`src/dtc_pkg.sv`:
```
// Shared constants for the dynamic termination control ends
`default_nettype none
package dtc_pkg;
  localparam int MR_W       = 16;
  localparam int LAT_W      = 5;
  localparam int HIST_D     = 32;
  localparam int NOM_B2     = 9;
  localparam int NOM_B1     = 6;
  localparam int NOM_B0     = 2;
  localparam int WR_HI      = 10;
  localparam int WR_LO      = 9;
  localparam logic [LAT_W-1:0] LAT_OFS = 5'h02;
  localparam logic [LAT_W-1:0] LAT_MIN = 5'h01;
  localparam logic [LAT_W-1:0] LAT_MAX = 5'h1a;
  localparam logic [LAT_W-1:0] BC4_EXT = 5'h04;
  localparam logic [LAT_W-1:0] BL8_EXT = 5'h06;
  localparam logic [2:0] HOLD_SHORT   = 3'h4;
  localparam logic [2:0] HOLD_LONG    = 3'h6;
  localparam logic [2:0] NOM_OFF      = 3'h0;
  localparam logic [2:0] NOM_RZQ12    = 3'h4;
  localparam logic [2:0] NOM_RZQ8     = 3'h5;
  localparam logic [2:0] NOM_RSV0     = 3'h6;
  localparam logic [1:0] WR_OFF       = 2'h0;
  localparam logic [1:0] WR_RSV       = 2'h3;
  localparam logic [3:0] CWL_RST      = 4'h5;
  localparam logic [7:0] A_MR1        = 8'h00;
  localparam logic [7:0] A_MR2        = 8'h04;
  localparam logic [7:0] A_LAT        = 8'h08;
  localparam logic [7:0] A_CMD        = 8'h0c;
  localparam logic [7:0] A_STAT       = 8'h10;
  localparam int LAT_AL_LO  = 4;
  localparam int LAT_DLL    = 8;
  localparam int CMD_PIN    = 0;
  localparam int CMD_WR     = 1;
  localparam int CMD_BC4    = 2;
  localparam int ST_ERR     = 2;
endpackage : dtc_pkg
`default_nettype wire

```
`src/dtc_link_if.sv`:
```
// Link between the memory controller end and the device end
`default_nettype none
interface dtc_link_if;
  import dtc_pkg::*;
  logic                   term_control_pin;
  logic                   write_cmd;
  logic                   write_bc4;
  logic [MR_W-1:0]        mr1;
  logic [MR_W-1:0]        mr2;
  logic [3:0]             cwl;
  logic [3:0]             al;
  modport device (
    input term_control_pin, write_cmd, write_bc4, mr1, mr2, cwl, al
  );
  modport controller (
    output term_control_pin, write_cmd, write_bc4, mr1, mr2, cwl, al
  );
endinterface : dtc_link_if
`default_nettype wire

```
`src/dtc_controller.sv`:
```
// Controller end: APB register slave driving the termination link
`default_nettype none
module dtc_controller
  import dtc_pkg::*;
(
  input  wire logic        CLK_SYS_I,
  input  wire logic        RESETN_I,
  input  wire logic        PSEL_I,
  input  wire logic        PENABLE_I,
  input  wire logic        PWRITE_I,
  input  wire logic [7:0]  PADDR_I,
  input  wire logic [31:0] PWDATA_I,
  output logic [31:0]      PRDATA_O,
  output logic             PREADY_O,
  output logic             PSLVERR_O,
  dtc_link_if.controller   link
);

  ////////////////////////////////////////////////////////////////////////////
  // APB decode

  logic        setup;
  logic        wr_acc;
  logic        hit_mr1;
  logic        hit_mr2;
  logic        hit_lat;
  logic        hit_cmd;
  logic        hit_st;
  logic        mapped;
  logic [31:0] rdata;

  assign setup   = PSEL_I & ~PENABLE_I;
  assign wr_acc  = PSEL_I & PENABLE_I & PREADY_O & PWRITE_I & mapped;
  assign hit_mr1 = PADDR_I == A_MR1;
  assign hit_mr2 = PADDR_I == A_MR2;
  assign hit_lat = PADDR_I == A_LAT;
  assign hit_cmd = PADDR_I == A_CMD;
  assign hit_st  = PADDR_I == A_STAT;
  assign mapped  = hit_mr1 | hit_mr2 | hit_lat | hit_cmd | hit_st;

  logic [MR_W-1:0] mr1_reg;
  logic [MR_W-1:0] mr2_reg;
  logic [3:0]      cwl_reg;
  logic [3:0]      al_reg;
  logic            dll_off_reg;
  logic            pin_req_reg;
  logic            err_reg;
  logic [2:0]      hold_reg;

  always_comb begin
    if (hit_mr1) begin
      rdata = {16'h0000, mr1_reg};
    end else if (hit_mr2) begin
      rdata = {16'h0000, mr2_reg};
    end else if (hit_lat) begin
      rdata = {23'h000000, dll_off_reg, al_reg, cwl_reg};
    end else if (hit_cmd) begin
      rdata = {31'h00000000, pin_req_reg};
    end else if (hit_st) begin
      rdata = {28'h0000000, link.mr2[WR_HI] | link.mr2[WR_LO], err_reg,
               hold_reg != 3'h0, link.term_control_pin};
    end else begin
      rdata = 32'h00000000;
    end
  end

  ////////////////////////////////////////////////////////////////////////////
  // Programming checks

  logic [2:0] new_nom;
  logic [1:0] new_wr;
  logic       mr1_ok;
  logic       mr2_ok;
  logic       wr_req;
  logic       wr_bad;
  logic       wr_go;
  logic       dll_set;

  assign new_nom = {PWDATA_I[NOM_B2], PWDATA_I[NOM_B1], PWDATA_I[NOM_B0]};
  assign new_wr  = {PWDATA_I[WR_HI], PWDATA_I[WR_LO]};
  assign mr1_ok  = new_nom < NOM_RSV0;
  assign mr2_ok  = new_wr != WR_RSV;
  assign dll_set = wr_acc & hit_lat & PWDATA_I[LAT_DLL];
  assign wr_req  = wr_acc & hit_cmd & PWDATA_I[CMD_WR];
  // Nominal used during writes must be one of the weaker values
  assign wr_bad  = ({link.mr2[WR_HI], link.mr2[WR_LO]} == WR_OFF)
                 & ({mr1_reg[NOM_B2], mr1_reg[NOM_B1], mr1_reg[NOM_B0]} >= NOM_RZQ12)
                 & ({mr1_reg[NOM_B2], mr1_reg[NOM_B1], mr1_reg[NOM_B0]} <= NOM_RZQ8);
  assign wr_go   = wr_req & ~wr_bad;

  always_ff @(posedge CLK_SYS_I or negedge RESETN_I) begin
    if (!RESETN_I) begin
      mr1_reg     <= '0;
      mr2_reg     <= '0;
      cwl_reg     <= CWL_RST;
      al_reg      <= '0;
      dll_off_reg <= 1'b0;
      pin_req_reg <= 1'b0;
    end else begin
      if (wr_acc & hit_mr1 & mr1_ok) begin
        mr1_reg <= PWDATA_I[MR_W-1:0];
      end
      if (wr_acc & hit_mr2 & mr2_ok) begin
        mr2_reg <= PWDATA_I[MR_W-1:0];
        if (dll_off_reg) begin
          mr2_reg[WR_HI:WR_LO] <= WR_OFF;
        end
      end else if (dll_set) begin
        mr2_reg[WR_HI:WR_LO] <= WR_OFF;
      end
      if (wr_acc & hit_lat) begin
        cwl_reg     <= PWDATA_I[3:0];
        al_reg      <= PWDATA_I[LAT_AL_LO+3:LAT_AL_LO];
        dll_off_reg <= PWDATA_I[LAT_DLL];
      end
      if (wr_acc & hit_cmd) begin
        pin_req_reg <= PWDATA_I[CMD_PIN];
      end
    end
  end

  ////////////////////////////////////////////////////////////////////////////
  // Error flag, set wins over clear

  logic err_set;
  logic err_clr;

  assign err_set = (wr_acc & hit_mr1 & ~mr1_ok) | (wr_acc & hit_mr2 & ~mr2_ok)
                 | (wr_req & wr_bad);
  assign err_clr = wr_acc & hit_st & PWDATA_I[ST_ERR];

  ////////////////////////////////////////////////////////////////////////////
  // Pin hold and write strobe

  // Counts from the edge the controller drives the pin or write
  logic       rise;
  logic [2:0] wr_hold;
  logic [2:0] load;
  logic [2:0] hold_next;
  logic       pin_next;

  assign rise      = pin_req_reg & ~link.term_control_pin;
  assign wr_hold   = (PWDATA_I[CMD_BC4] ? HOLD_SHORT : HOLD_LONG) - 3'h1;
  assign load      = (wr_go & (link.term_control_pin | rise)) ? wr_hold
                   : rise ? HOLD_SHORT - 3'h1 : 3'h0;
  assign hold_next = (load > hold_reg) ? load
                   : (hold_reg != 3'h0) ? hold_reg - 3'h1 : 3'h0;
  // No upper bound on high time, so a tied-high pin is fine
  assign pin_next  = pin_req_reg | (link.term_control_pin & hold_reg != 3'h0);

  always_ff @(posedge CLK_SYS_I or negedge RESETN_I) begin
    if (!RESETN_I) begin
      hold_reg              <= '0;
      err_reg               <= 1'b0;
      link.term_control_pin <= 1'b0;
      link.write_cmd        <= 1'b0;
      link.write_bc4        <= 1'b0;
      PRDATA_O              <= '0;
      PREADY_O              <= 1'b0;
      PSLVERR_O             <= 1'b0;
    end else begin
      hold_reg              <= hold_next;
      err_reg               <= err_set | (err_reg & ~err_clr);
      link.term_control_pin <= pin_next;
      link.write_cmd        <= wr_go;
      link.write_bc4        <= wr_go & PWDATA_I[CMD_BC4];
      PRDATA_O              <= setup ? rdata : PRDATA_O;
      PREADY_O              <= setup;
      PSLVERR_O             <= setup & ~mapped;
    end
  end

  assign link.mr1 = mr1_reg;
  assign link.mr2 = mr2_reg;
  assign link.cwl = cwl_reg;
  assign link.al  = al_reg;

endmodule : dtc_controller
`default_nettype wire

```
`src/flat_wrapper.sv`:
```
// flat-port wrapper written by rule: the top's interface ports become plain ports
module dtc_controller_flat import dtc_pkg::*;
  (CLK_SYS_I, RESETN_I, PSEL_I, PENABLE_I, PWRITE_I, PADDR_I, PWDATA_I, PRDATA_O, PREADY_O, PSLVERR_O, link_term_control_pin, link_write_cmd, link_write_bc4, link_mr1, link_mr2, link_cwl, link_al);
  dtc_link_if link_i ();
  input  wire logic CLK_SYS_I;
  input  wire logic RESETN_I;
  input  wire logic PSEL_I;
  input  wire logic PENABLE_I;
  input  wire logic PWRITE_I;
  input  wire logic [7:0] PADDR_I;
  input  wire logic [31:0] PWDATA_I;
  output logic [31:0] PRDATA_O;
  output logic PREADY_O;
  output logic PSLVERR_O;
  output wire logic [$bits(link_i.term_control_pin)-1:0] link_term_control_pin;
  output wire logic [$bits(link_i.write_cmd)-1:0] link_write_cmd;
  output wire logic [$bits(link_i.write_bc4)-1:0] link_write_bc4;
  output wire logic [$bits(link_i.mr1)-1:0] link_mr1;
  output wire logic [$bits(link_i.mr2)-1:0] link_mr2;
  output wire logic [$bits(link_i.cwl)-1:0] link_cwl;
  output wire logic [$bits(link_i.al)-1:0] link_al;
  assign link_term_control_pin = link_i.term_control_pin;
  assign link_write_cmd = link_i.write_cmd;
  assign link_write_bc4 = link_i.write_bc4;
  assign link_mr1 = link_i.mr1;
  assign link_mr2 = link_i.mr2;
  assign link_cwl = link_i.cwl;
  assign link_al = link_i.al;
  dtc_controller u_core (.CLK_SYS_I(CLK_SYS_I), .RESETN_I(RESETN_I), .PSEL_I(PSEL_I), .PENABLE_I(PENABLE_I), .PWRITE_I(PWRITE_I), .PADDR_I(PADDR_I), .PWDATA_I(PWDATA_I), .PRDATA_O(PRDATA_O), .PREADY_O(PREADY_O), .PSLVERR_O(PSLVERR_O), .link(link_i));
endmodule
```
`config.mk`:
```
export PLATFORM = sky130hd
export DESIGN_NAME = dtc_controller_flat
export DESIGN_NICKNAME = d
export VERILOG_FILES = /design/src/dtc_pkg.sv /design/src/dtc_link_if.sv /design/src/dtc_controller.sv /design/src/flat_wrapper.sv
export SDC_FILE = /design/constraint.sdc
export NUM_CORES = 1
export LEC_CHECK = 0
export CAP_MARGIN = 20
export CORE_MARGIN = 2
export CORE_UTILIZATION = 45
export DETAILED_ROUTE_END_ITERATION = 10
export DONT_BUFFER_PORTS = 1
export PLACE_DENSITY = 0.64
export SKIP_LAST_GASP = 1
export SLEW_MARGIN = 20
export SYNTH_ARGS = -nofsm -noshare
export SYNTH_HDL_FRONTEND = slang
export SYNTH_SLANG_ARGS = --single-unit
```
`constraint.sdc`:
```
create_clock -name CLK_SYS_I -period 4.7 [get_ports CLK_SYS_I]
set_clock_uncertainty 0.2 [all_clocks]
set_input_delay 0.705 -clock CLK_SYS_I [delete_from_list [all_inputs] [get_ports CLK_SYS_I]]
set_output_delay 0.705 -clock CLK_SYS_I [all_outputs]
set_load 0.01 [all_outputs]
```
### Word-level counts from Yosys, hierarchy flattened

Cells that the tools add are included.

| storage, ports and cells | value |
|---|---|
| register bits | 83 |
| output and inout bits | 77 |
| logic and storage cells | 87 |

| operators by class | value |
|---|---|
| add/sub/neg operators | 2 |
| magnitude comparators | 4 |
| eq/ne operators | 5 |
| multiplexer cells | 13 |
| bitwise gates (word level) | 44 |
| reductions and logical operators | 4 |

Operators with widths:

| kind | number |
|---|---|
| 2-to-1 mux 32 bit | 4 |
| AND 1 bit | 27 |
| == test 8 x 4 -> 1 bit, second input constant | 2 |
| 2-to-1 mux 2 bit | 5 |
| OR 1 bit | 10 |
| 2-to-1 mux 3 bit | 3 |
| == test 8 x 3 -> 1 bit, second input constant | 1 |
| == test 8 x 5 -> 1 bit, second input constant | 1 |
| logical NOT 8 bit | 1 |
| NOT 1 bit | 7 |
| subtractor 3 x 1 -> 3 bit, second input constant | 2 |
| 2-to-1 mux 4 bit | 1 |
| >= comparator 3 bit, second input constant | 1 |
| > comparator 3 bit | 1 |
| less-or-equal comparator 3 bit, second input constant | 1 |
| less-than comparator 3 bit, second input constant | 1 |
| nonzero test 3 bit | 1 |
| logical NOT 2 bit | 1 |
| != test 2 bit, second input constant | 1 |
| nonzero test 2 bit | 1 |

### Logic depth before layout (Yosys ltp)

Gate-level depths: netlist of run 1.

| depth | value |
|---|---|
| depth in word-level cells | 13 |
| gate-level depth with buffers | 10 |

### Worst setup path before layout of run 1

OpenSTA, ideal clock, no wires.

| path | value |
|---|---|
| kind | input to register |
| from | input port PADDR_I[5] |
| to | register u_core.hold_reg[2] |
| library setup time | 0.125 ns |
| arrival | 3.188 ns |
| slack | 1.188 ns |
| cell stages on the path | 9 |
| buffers on the path | 1 |
| cells stage by stage | or4_1 -> buf_2 -> nor4_2 -> a31o_2 -> nor2_1 -> ha_1 -> a211oi_1 -> or2_2 -> mux2_2 |

| between the ends | value |
|---|---|
| longest elaborated chain between the ends | 13 |
| elaborated cells on any way between the ends | 17 |
| those cells by class | 1 x order compare; 4 x eq/ne; 2 x mux; 9 x bitwise; 1 x reduce/logical |

Ends and longest elaborated chain:

| what | RTL line | RTL |
|---|---|---|
| start: declaration | flat_wrapper.sv:10 | `input wire logic [7:0] PADDR_I;` |
| == test 8 x 3 -> 1 bit or logical NOT 8 bit (tied branches) | dtc_controller.sv:35, dtc_controller.sv:34 |  |
| OR 1 bit (4 in series) | dtc_controller.sv:39 | `assign mapped = hit_mr1 \| hit_mr2 \| hit_lat \| hit_cmd \| hit_st;` |
| AND 1 bit | dtc_controller.sv:33 | `assign wr_acc = PSEL_I & PENABLE_I & PREADY_O & PWRITE_I & mapped;` |
| AND 1 bit * (2 in series) | dtc_controller.sv:84 | `assign wr_req = wr_acc & hit_cmd & PWDATA_I[CMD_WR];` |
| AND 1 bit * | dtc_controller.sv:89 | `assign wr_go = wr_req & ~wr_bad;` |
| AND 1 bit * | dtc_controller.sv:144 | `assign load = (wr_go & (link.term_control_pin \| rise)) ? wr_hold` |
| 2-to-1 mux 3 bit * | dtc_controller.sv:144 |  |
| > comparator 3 bit | dtc_controller.sv:146 | `assign hold_next = (load > hold_reg) ? load` |
| 2-to-1 mux 3 bit * | dtc_controller.sv:146 |  |
| net u_core.hold_next[2] | dtc_controller.sv:139 | `logic [2:0] hold_next;` |
| end signal: assignment | dtc_controller.sv:162 | `hold_reg <= hold_next;` |
| end: declaration | dtc_controller.sv:48 | `logic [2:0] hold_reg;` |

Mark *: on every way through the listed nets, which the timed path passes. The rest lies on a longest branch.
A chain may end at the register's enable or synchronous reset.

### Worst setup path after layout of run 1

Same ends and word-level chain as after synthesis.

==> results of run 1 <==
## area by class of cell
class,instances,area [um^2],share of cell area (%)
multi-input combinational,195,1411,39.87
inverter,14,52.55,1.485
clock buffer,12,155.1,4.383
clock inverter,4,72.57,2.050
timing repair buffer,3,45.04,1.273
sequential,67,1679,47.44
tap,99,123.9,3.499
## where the power goes
group / switching [W] / internal [W]
clock network: 0.000215 / 0.000327
logic: 0.0000312 / 0.0000114
registers: 0.00000384 / 0.000579
## cell usage after synthesis, types with 2 or more instances
cell type,instances
nand3_1,6
buf_4,16
o221ai_1,8
and2_1,4
clkbuf_1,7
nand2_1,23
a21oi_1,6
o22a_1,2
mux2_2,27
o21ai_0,24
ha_1,5
nor4_2,2
o31ai_1,2
mux2i_1,4
nor3_1,4
dfrtp_1,65
buf_2,3
a22oi_1,8
nor2_1,6
nand2b_1,5
or2_2,4
nand4_1,3
a221oi_1,3
inv_1,14
nor2b_1,5
dfstp_2,2
mux2_4,4
mux2_1,5
## kinds of logic after synthesis
logic type | share of synthesized area [%]
simple gates | 12.85
flops | 51.34
compound gates | 12.24
buf+inv | 7.460
mux | 14.08
fa+ha+maj | 1.913
other cells | 0.1147
## final timing paths
check,startpoint,to,cells past startpoint
setup / recovery,PADDR_I[5],u_core.hold_reg[2],9
hold / removal,RESETN_I,u_core.link.mr2[7],1
setup reg to reg,u_core.link.mr2[10],u_core.hold_reg[2],8
hold reg to reg,u_core.err_reg,u_core.err_reg,2
max in group asynchronous,RESETN_I,u_core.link.cwl[2],1
min in group CLK_SYS_I,PWDATA_I[13],u_core.link.mr2[13],1
## metal layers
metal	track usage, %	up-vias
met3	7.572	11
met5	0	-
met4	6.242	0
met2	31.04	106
met1	26.29	1124
li1	-	1005
## stage by stage
| stage | total power [W] | setup WS, ns | utilization (%) |
|---|---|---|---|
| floorplan | 0.0006295 | 1.188 | - |
| global placement | 0.0006214 | 1.186 | 45.77 |
| detailed placement | 0.0006220 | 1.115 | 45.77 |
| CTS | 0.001176 | 1.455 | 49.49 |
| global route | 0.001210 | 1.321 | 49.60 |
| finish | 0.001168 | 1.454 | 49.60 |
## worst max-delay path, cell delays in order
cell and delay, ns:
or4_1 0.69, nor4_2 0.29, buf_4 0.19, a31o_2 0.17
nor2_1 0.05, ha_1 0.31, a211oi_1 0.33, or2_2 0.20
mux2_2 0.33
==> results.md, run 1 <==
- Largest net degree at the start of global routing: 67
- CTS tree: done
- CP required: 4.72 ns
- Via count: 2246
- First-pass GRT wire length: 11750 um
- I/O pins: 122
- Status: finished clean
- Root Buffer: clkbuf_8
- Max-Cap Viols: 0
- Finished Layout Cells: 394
- Top FF cell, synth: dfrtp_1
- Fraction of layout cells with a size suffix above 1: 21.69%
- Die height: 89.26 um
- Crit. End Element: flip-flop
- Register area share after synthesis: 51.34%
- Period utilisation layout: 69.06%
- # resized after CTS: 0
- # clock sinks: 67
- Fillers: 660
- Unique masters post-synth: 51
- Metal1 wirelength: 3211 um
- Syn. warnings: 0
- Arr. time, crit path: 3.27 ns
- Total Die Area: 7966 um^2
- Crit path time final: 3.246 ns
- Met2 wire len: 3582 um
- Post-Syn Instances: 290
- RSZ-0062 raised after global routing: false
- Post-synthesis to final-layout area growth: 8.225%
- Synth top area share: 49.73%
- Final Max Tran Viols: 0
- Hpwl dp: 5189 um
- Clk Latency, worst-skew pair: 0.34 ns
- Metal3 WL: 701 um
- Post-route ant nets: 0
- Top post-synthesis cells by area: dfrtp_1 (50%), mux2_2 (9.3%), o21ai_0 (3.7%), buf_4 (3.7%), nand2_1 (2.6%)
- Iter 0 DRT Violations: 141
- CP max FO: 8
- Commonest non-fill, non-tap cells in the layout: dfrtp_1 (65), mux2_2 (27), o21ai_0 (24)
- Register bit total from synthesis: 67
- Deepest clock path buffer count: 2
- Slew HR: 35.09%
- Worst hold slack: 0.04729 ns
- Finish-stage setup viols: 0
- Post-route DRC: 0
- Setup bufs post-CTS: 0
- Clock transition at path regs: 0.07 ns
- Peak VDD IR: 0.2016 mV
- Final TNS setup: 0 ns
- Setup CP Type: primary input to flip-flop
- Vias in the first global route: 2197
- Htree depth: 3
- Leakage: 1.689 nW
- Wirelength per Cell: 19.28 um
- EDFF count, synth: 0
- Placer Congestion: 0.8541
- Port buffer count: 0
- Leading area contributor after synthesis: dfrtp_1
- Antenna violations before repair: 0
- Routed WL: 7597 um
- Startpoint types: primary input
- FF-to-FF setup slack: 1.47 ns
- GRT Residual Overflow: 0
- Mapped Area: 3271 um^2
- Vias per inst: 5.701
- Measured slew at the worst slew-check pin: 0.9710 ns
- Core Rows: 31
- Hold WC Path Type: primary input to async pin
- Hold buffers post-CTS: 2
- Core ar.: 7137 um^2
- Final Cell Area: 3540 um^2
- Diode count: 0
- Num CTS Buffers: 9
- Nets: 340
- Dpl cells: 376
- Commonest non-fill, non-tap cell in the layout: dfrtp_1
- Top sig layer: met4
- Post-DP Area: 3267 um^2
- Tot GR Track Use: 20.06%
- Ys async rst share: 100.0%
- Die Width: 89.26 um
- Initial core utilization: 45.83%
- Pwr Density: 329.9 nW/um^2
- Endpoints failing hold: 0
- Synth Area per Inst: 11.28 um^2
- DRT Pass-1 Iters: 4
- FMAX: 0.3081 GHz
No activity file was read; power rests on OpenSTA's default activity.
==> inputs of run 2 (changes only) <==
==> constraint.sdc (replaced) <==
create_clock -name CLK_SYS_I -period 3.32 [get_ports CLK_SYS_I]
set_clock_uncertainty 0.2 [all_clocks]
set_input_delay 0.498 -clock CLK_SYS_I [delete_from_list [all_inputs] [get_ports CLK_SYS_I]]
set_output_delay 0.498 -clock CLK_SYS_I [all_outputs]
set_load 0.01 [all_outputs]
==> run 2 against run 1 <==
Wire length is 1.9% lower. Total power is 41% higher. Sequential power is 42% higher. Final cell count is 3.0% higher.
==> results.md, run 2 (synthesis gave the netlist of run 1 again) <==
- Status: finished clean
- Dpl cells: 388
- Htree depth: 3
- Combinational Power Share: 3.8%
- FMAX: 0.3260 GHz
- Measured slew at the worst slew-check pin: 0.5868 ns
- Commonest non-fill, non-tap cells in the layout: dfrtp_1 (65), mux2_2 (27), o21ai_0 (24)
- Cell Int Power: 0.001298 W
- PnR Total Power: 0.001644 W
- Largest net degree at the start of global routing: 68
- CP required: 3.34 ns
- R2r startpoint: u_core.link.mr2[10]
- Core Rows: 31
- Pwr Density: 453.9 nW/um^2
- HP Start: PWDATA_I[14]
- Period utilisation layout: 92.38%
- Commonest non-fill, non-tap cell in the layout: dfrtp_1
- Final TNS setup: 0 ns
- I/O pins: 122
- Fraction of layout cells with a size suffix above 1: 24.43%
- Total Die Area: 7966 um^2
- Die height: 89.26 um
- Die Width: 89.26 um
- Antenna violations before repair: 0
- Vias in the first global route: 2194
- Max-Cap Viols: 0
- GRT Residual Overflow: 0
- Seq pwr share: 50.2%
- Register area: 1679 um^2
- Initial core utilization: 45.83%
- Final core utilization: 50.74%
- Post-route DRC: 0
- Slew HR: 60.33%
- Hpwl dp: 5246 um
- Multi-input gate area: 1404 um^2
- Via count: 2244
- Diode count: 0
- Deepest clock path buffer count: 2
- Arr. time, crit path: 3.09 ns
- CTS tree: done
- Core ar.: 7137 um^2
- Tot GR Track Use: 20.03%
- Placer Congestion: 0.8202
- Finished Layout Cells: 406
- First-pass GRT wire length: 11750 um
- Leakage: 1.755 nW
- Post-route ant nets: 0
- Clk Latency, worst-skew pair: 0.33 ns
- Switch Pwr: 0.0003457 W
- Startpoint types: flip-flop
- Crit. End Element: flip-flop
- Wirelength per Cell: 18.35 um
- Routed WL: 7451 um
- Port buffer count: 0
- Num CTS Buffers: 9
- # resized after CTS: 0
- # clock sinks: 67
- Worst setup path startpoint: u_core.link.mr2[10]
- Clock transition at path regs: 0.07 ns
- Crit path time final: 3.067 ns
- Vias per inst: 5.527
- Hold WC Path Type: primary input to flip-flop
- Worst hold slack: 0.09593 ns
- RSZ-0062 raised after global routing: false
- Root Buffer: clkbuf_8
- Net Sw Frac: 21.04%
- CP max FO: 5
- Hold buffers post-CTS: 2
- Endpoints failing hold: 0
- Nets: 352
- DRT Pass-1 Iters: 5
- Clock power frac: 46.0%
- Iter 0 DRT Violations: 159
- Finish-stage setup viols: 0
- FF-to-FF setup slack: 0.25 ns
- Setup bufs post-CTS: 0
- Final Max Tran Viols: 0
- Peak VDD IR: 0.3125 mV
- Post-synthesis to final-layout area growth: 10.71%
- Setup CP Type: flip-flop to flip-flop
- Fillers: 658
[run 2: final cells by class]
type / instances / share of cell area (%)
tap: 99 / 3.421
sequential: 67 / 46.37
multi-input combinational: 195 / 38.77
clock buffer: 11 / 4.181
inverter: 14 / 1.451
timing repair buffer: 15 / 3.732
clock inverter: 5 / 2.073
[run 2: routing by layer]
layer | part of all wire, % | wire (um) | global-route usage (%) | up-vias
met1 | 44 | 3257 | 27.00 | 1110
met3 | 9.6 | 712 | 8.495 | 7
met5 | 0 | 0 | 0 | -
met4 | 1.0 | 75 | 6.106 | 0
met2 | 46 | 3406 | 29.49 | 92
li1 | - | - | - | 1035
[run 2: final timing paths]
| check | to | cells past startpoint |
|---|---|---|
| setup / recovery | u_core.hold_reg[2] | 9 |
| max in group asynchronous | u_core.link.cwl[0] | 2 |
| min in group asynchronous | u_core.link.mr2[15] | 2 |
| hold / removal | u_core.link.mr2[14] | 1 |
| hold reg to reg | u_core.link.term_control_pin | 1 |
| setup reg to reg | u_core.hold_reg[2] | 9 |
[run 2: power by group through the flow]
stage	Combinational, W	Clock, W	Sequential [W]
2_1_floorplan	0.0000511	0	0.000840
3_3_place_gp	0.0000412	0	0.000841
3_5_place_dp	0.0000419	0	0.000841
4_1_cts	0.0000634	0.000773	0.000825
5_1_grt	0.0000726	0.000805	0.000825
6_report	0.0000626	0.000756	0.000825
[run 2: worst max-delay path: stages (launching register included)]
cell     delay, ns
dfrtp_1       0.38
or4b_2        0.72
and2_1        0.25
a31o_2        0.27
nor2_1        0.09
ha_1          0.25
nand3_1       0.08
o21ai_0       0.11
or2_2         0.33
mux2_2        0.28
[run 2: stage by stage]
| step | worst slack, ns | instance area (um^2) |
|---|---|---|
| floorplan | 0.01474 | 3327 |
| global placement | 0.07009 | 3357 |
| detailed placement | 0.03409 | 3357 |
| CTS | 0.2379 | 3621 |
| global route | 0.08807 | 3621 |
| finish | 0.2528 | 3621 |
==> inputs of run 3 (changes only) <==
--- a/config.mk
+++ b/config.mk
@@ -7,10 +7,10 @@
 export LEC_CHECK = 0
 export CAP_MARGIN = 20
 export CORE_MARGIN = 2
-export CORE_UTILIZATION = 45
+export CORE_UTILIZATION = 61
 export DETAILED_ROUTE_END_ITERATION = 10
 export DONT_BUFFER_PORTS = 1
-export PLACE_DENSITY = 0.64
+export PLACE_DENSITY = 0.81
 export SKIP_LAST_GASP = 1
 export SLEW_MARGIN = 20
 export SYNTH_ARGS = -nofsm -noshare
==> run 3 against run 2 <==
Clock-buffer cell count up 3. Die area is 25% lower. Clock power down 22%. Sequential power hardly changed. Hold slack better by 0.0029 ns. Core utilization up 17 points. Via count hardly changed. Total power decreased by 10%. Design area is 3.3% lower. Setup slack lost 0.074 ns. Global-route usage increased by 4.9 points. Critical path depth is the same. Largest cell class unchanged. Highest routed layer unchanged.
==> results.md, run 3 (synthesis gave the netlist of run 1 again) <==
- Status: finished clean
- Final Cell Area: 3501 um^2
- RSZ-0062 raised after global routing: false
- Initial core utilization: 63.63%
- Commonest non-fill, non-tap cell in the layout: dfrtp_1
- DRT Pass-1 Iters: 4
- Max-Cap Viols: 0
- Clk Latency, worst-skew pair: 0.33 ns
- Clock power frac: 40.0%
- Slowest cell delay on critical path: 0.66 ns
- Final TNS setup: 0 ns
- Deepest clock path buffer count: 2
- Peak VDD IR: 0.3418 mV
- Finished Layout Cells: 372
- Cell Int Power: 0.001148 W
- Setup CP Type: flip-flop to flip-flop
- Finish-stage setup viols: 0
- Crit. End Element: flip-flop
- Via count: 2243
- Diode count: 0
- Post-DP Area: 3283 um^2
- Period utilisation layout: 94.62%
- Crit path time final: 3.141 ns
- Routed WL: 6947 um
- Startpoint types: flip-flop
- Dpl cells: 354
- Cell Chain, Critical Path: or4b_2 > and2_1 > a21boi_1 > nor2_1 > ha_1 > nand3_1 > o21ai_0 > or2_2 > mux2_2
- Tot GR Track Use: 24.97%
- # clock sinks: 67
- Fraction of layout cells with a size suffix above 1: 22.85%
- Port buffer count: 0
- Slew HR: 61.95%
- Leakage: 1.704 nW
- Post-route DRC: 0
- FMAX: 0.3183 GHz
- Worst hold slack: 0.09881 ns
- Clock transition at path regs: 0.07 ns
- Die Width: 77.23 um
- Nets: 347
- Family with the most delay on the worst path: simple AND/OR/NAND/NOR gates
- Endpoints failing hold: 0
- Switch Pwr: 0.0003285 W
- Final Max Tran Viols: 0
- CP required: 3.33 ns
- Vias in the first global route: 2251
- Post-route ant nets: 0
- GRT Residual Overflow: 0
- Measured slew at the worst slew-check pin: 0.5708 ns
- First-pass GRT wire length: 11540 um
- Core Rows: 26
- Htree depth: 3
- CP max FO: 5
- I/O pins: 122
- Combinational Power Share: 4.1%
- Arr. time, crit path: 3.15 ns
- Commonest non-fill, non-tap cells in the layout: dfrtp_1 (65), mux2_2 (27), o21ai_0 (24)
- Seq pwr share: 55.9%
- Wirelength per Cell: 18.67 um
- Pwr Density: 421.7 nW/um^2
- Total Die Area: 5964 um^2
- Core ar.: 5140 um^2
- CTS tree: done
- Num CTS Buffers: 9
- Antenna violations before repair: 0
- Die height: 77.23 um
- Crit-path slowest cell: or4b_2
- Crit path buf inv count: 0
- Setup bufs post-CTS: 0
- Net Sw Frac: 22.25%
- Hpwl dp: 4978 um
- Vias per inst: 6.030
- Largest net degree at the start of global routing: 68
- Post-synthesis to final-layout area growth: 7.039%
- Hold WC Path Type: primary input to flip-flop
- Placer Congestion: 0.7836
- Iter 0 DRT Violations: 122
- Root Buffer: clkbuf_8
-- run 3: area by class of cell --
| type | count | area (um^2) |
|---|---|---|
| Multi-Input combinational cell | 195 | 1411 |
| Clock buffer | 14 | 162.7 |
| Timing Repair Buffer | 10 | 97.59 |
| Tap cell | 70 | 87.58 |
| Inverter | 14 | 52.55 |
| Clock inverter | 2 | 10.01 |
| Fill cell | 427 | 1639 |
| Sequential cell | 67 | 1679 |
-- run 3: worst register-to-register path, cell delays in order (launching register included) --
cell and delay (ns):
dfrtp_1 0.44, or4b_2 0.67, and2_1 0.24, a21boi_1 0.23, nor2_1 0.08, ha_1 0.34
nand3_1 0.10, o21ai_0 0.13, or2_2 0.33, mux2_2 0.27
-- run 3: stage by stage --
step	utilization, %	setup WS [ns]	power (W)
after detailed placement	63.88	0.05299	0.0008807
after global placement	63.88	0.1230	0.0008797
after CTS	67.96	0.1767	0.001493
after global routing	68.11	0.04843	0.001526
after floorplan	-	0.01474	0.0008912
final	68.11	0.1787	0.001476
-- run 3: path summary, 6_finish.rpt --
check | from | to | slack, ns | depth (start not counted)
min in group asynchronous | RESETN_I | u_core.link.mr1[5] | 0.50 | 2
max in group asynchronous | RESETN_I | u_core.link.cwl[2] | 2.11 | 2
setup reg to reg | u_core.link.mr1[9] | u_core.hold_reg[2] | 0.18 | 9
hold / removal | PWDATA_I[7] | u_core.link.mr2[7] | 0.1 | 1
hold reg to reg | u_core.pin_req_reg | u_core.link.term_control_pin | 0.31 | 1
setup / recovery | u_core.link.mr1[9] | u_core.hold_reg[2] | 0.18 | 9
-- run 3: power groups by stage --
stage | logic (W) | clock network [W] | registers (W)
global placement | 0.0000387 | 0 | 0.000841
global route | 0.0000688 | 0.000632 | 0.000826
finish | 0.0000603 | 0.000590 | 0.000826
detailed placement | 0.0000396 | 0 | 0.000841
CTS | 0.0000606 | 0.000607 | 0.000826
floorplan | 0.0000511 | 0 | 0.000840
-- run 3: what timing repair did --
item | in CTS | in global routing
gates resized for setup | 0 | 1
hold endpoints to repair | 67 | 0
setup endpoints to repair | 0 | 1
hold buffers | 2 | 0
-- run 3: per-layer routing --
layer	wire length, um	share of wire, %	up-vias	global-route usage (%)
met5	0	0	-	0
met4	97	1.4	0	9.107
met3	732	11	10	8.706
met2	3339	48	116	39.74
met1	2777	40	1090	31.63
li1	-	-	1027	-
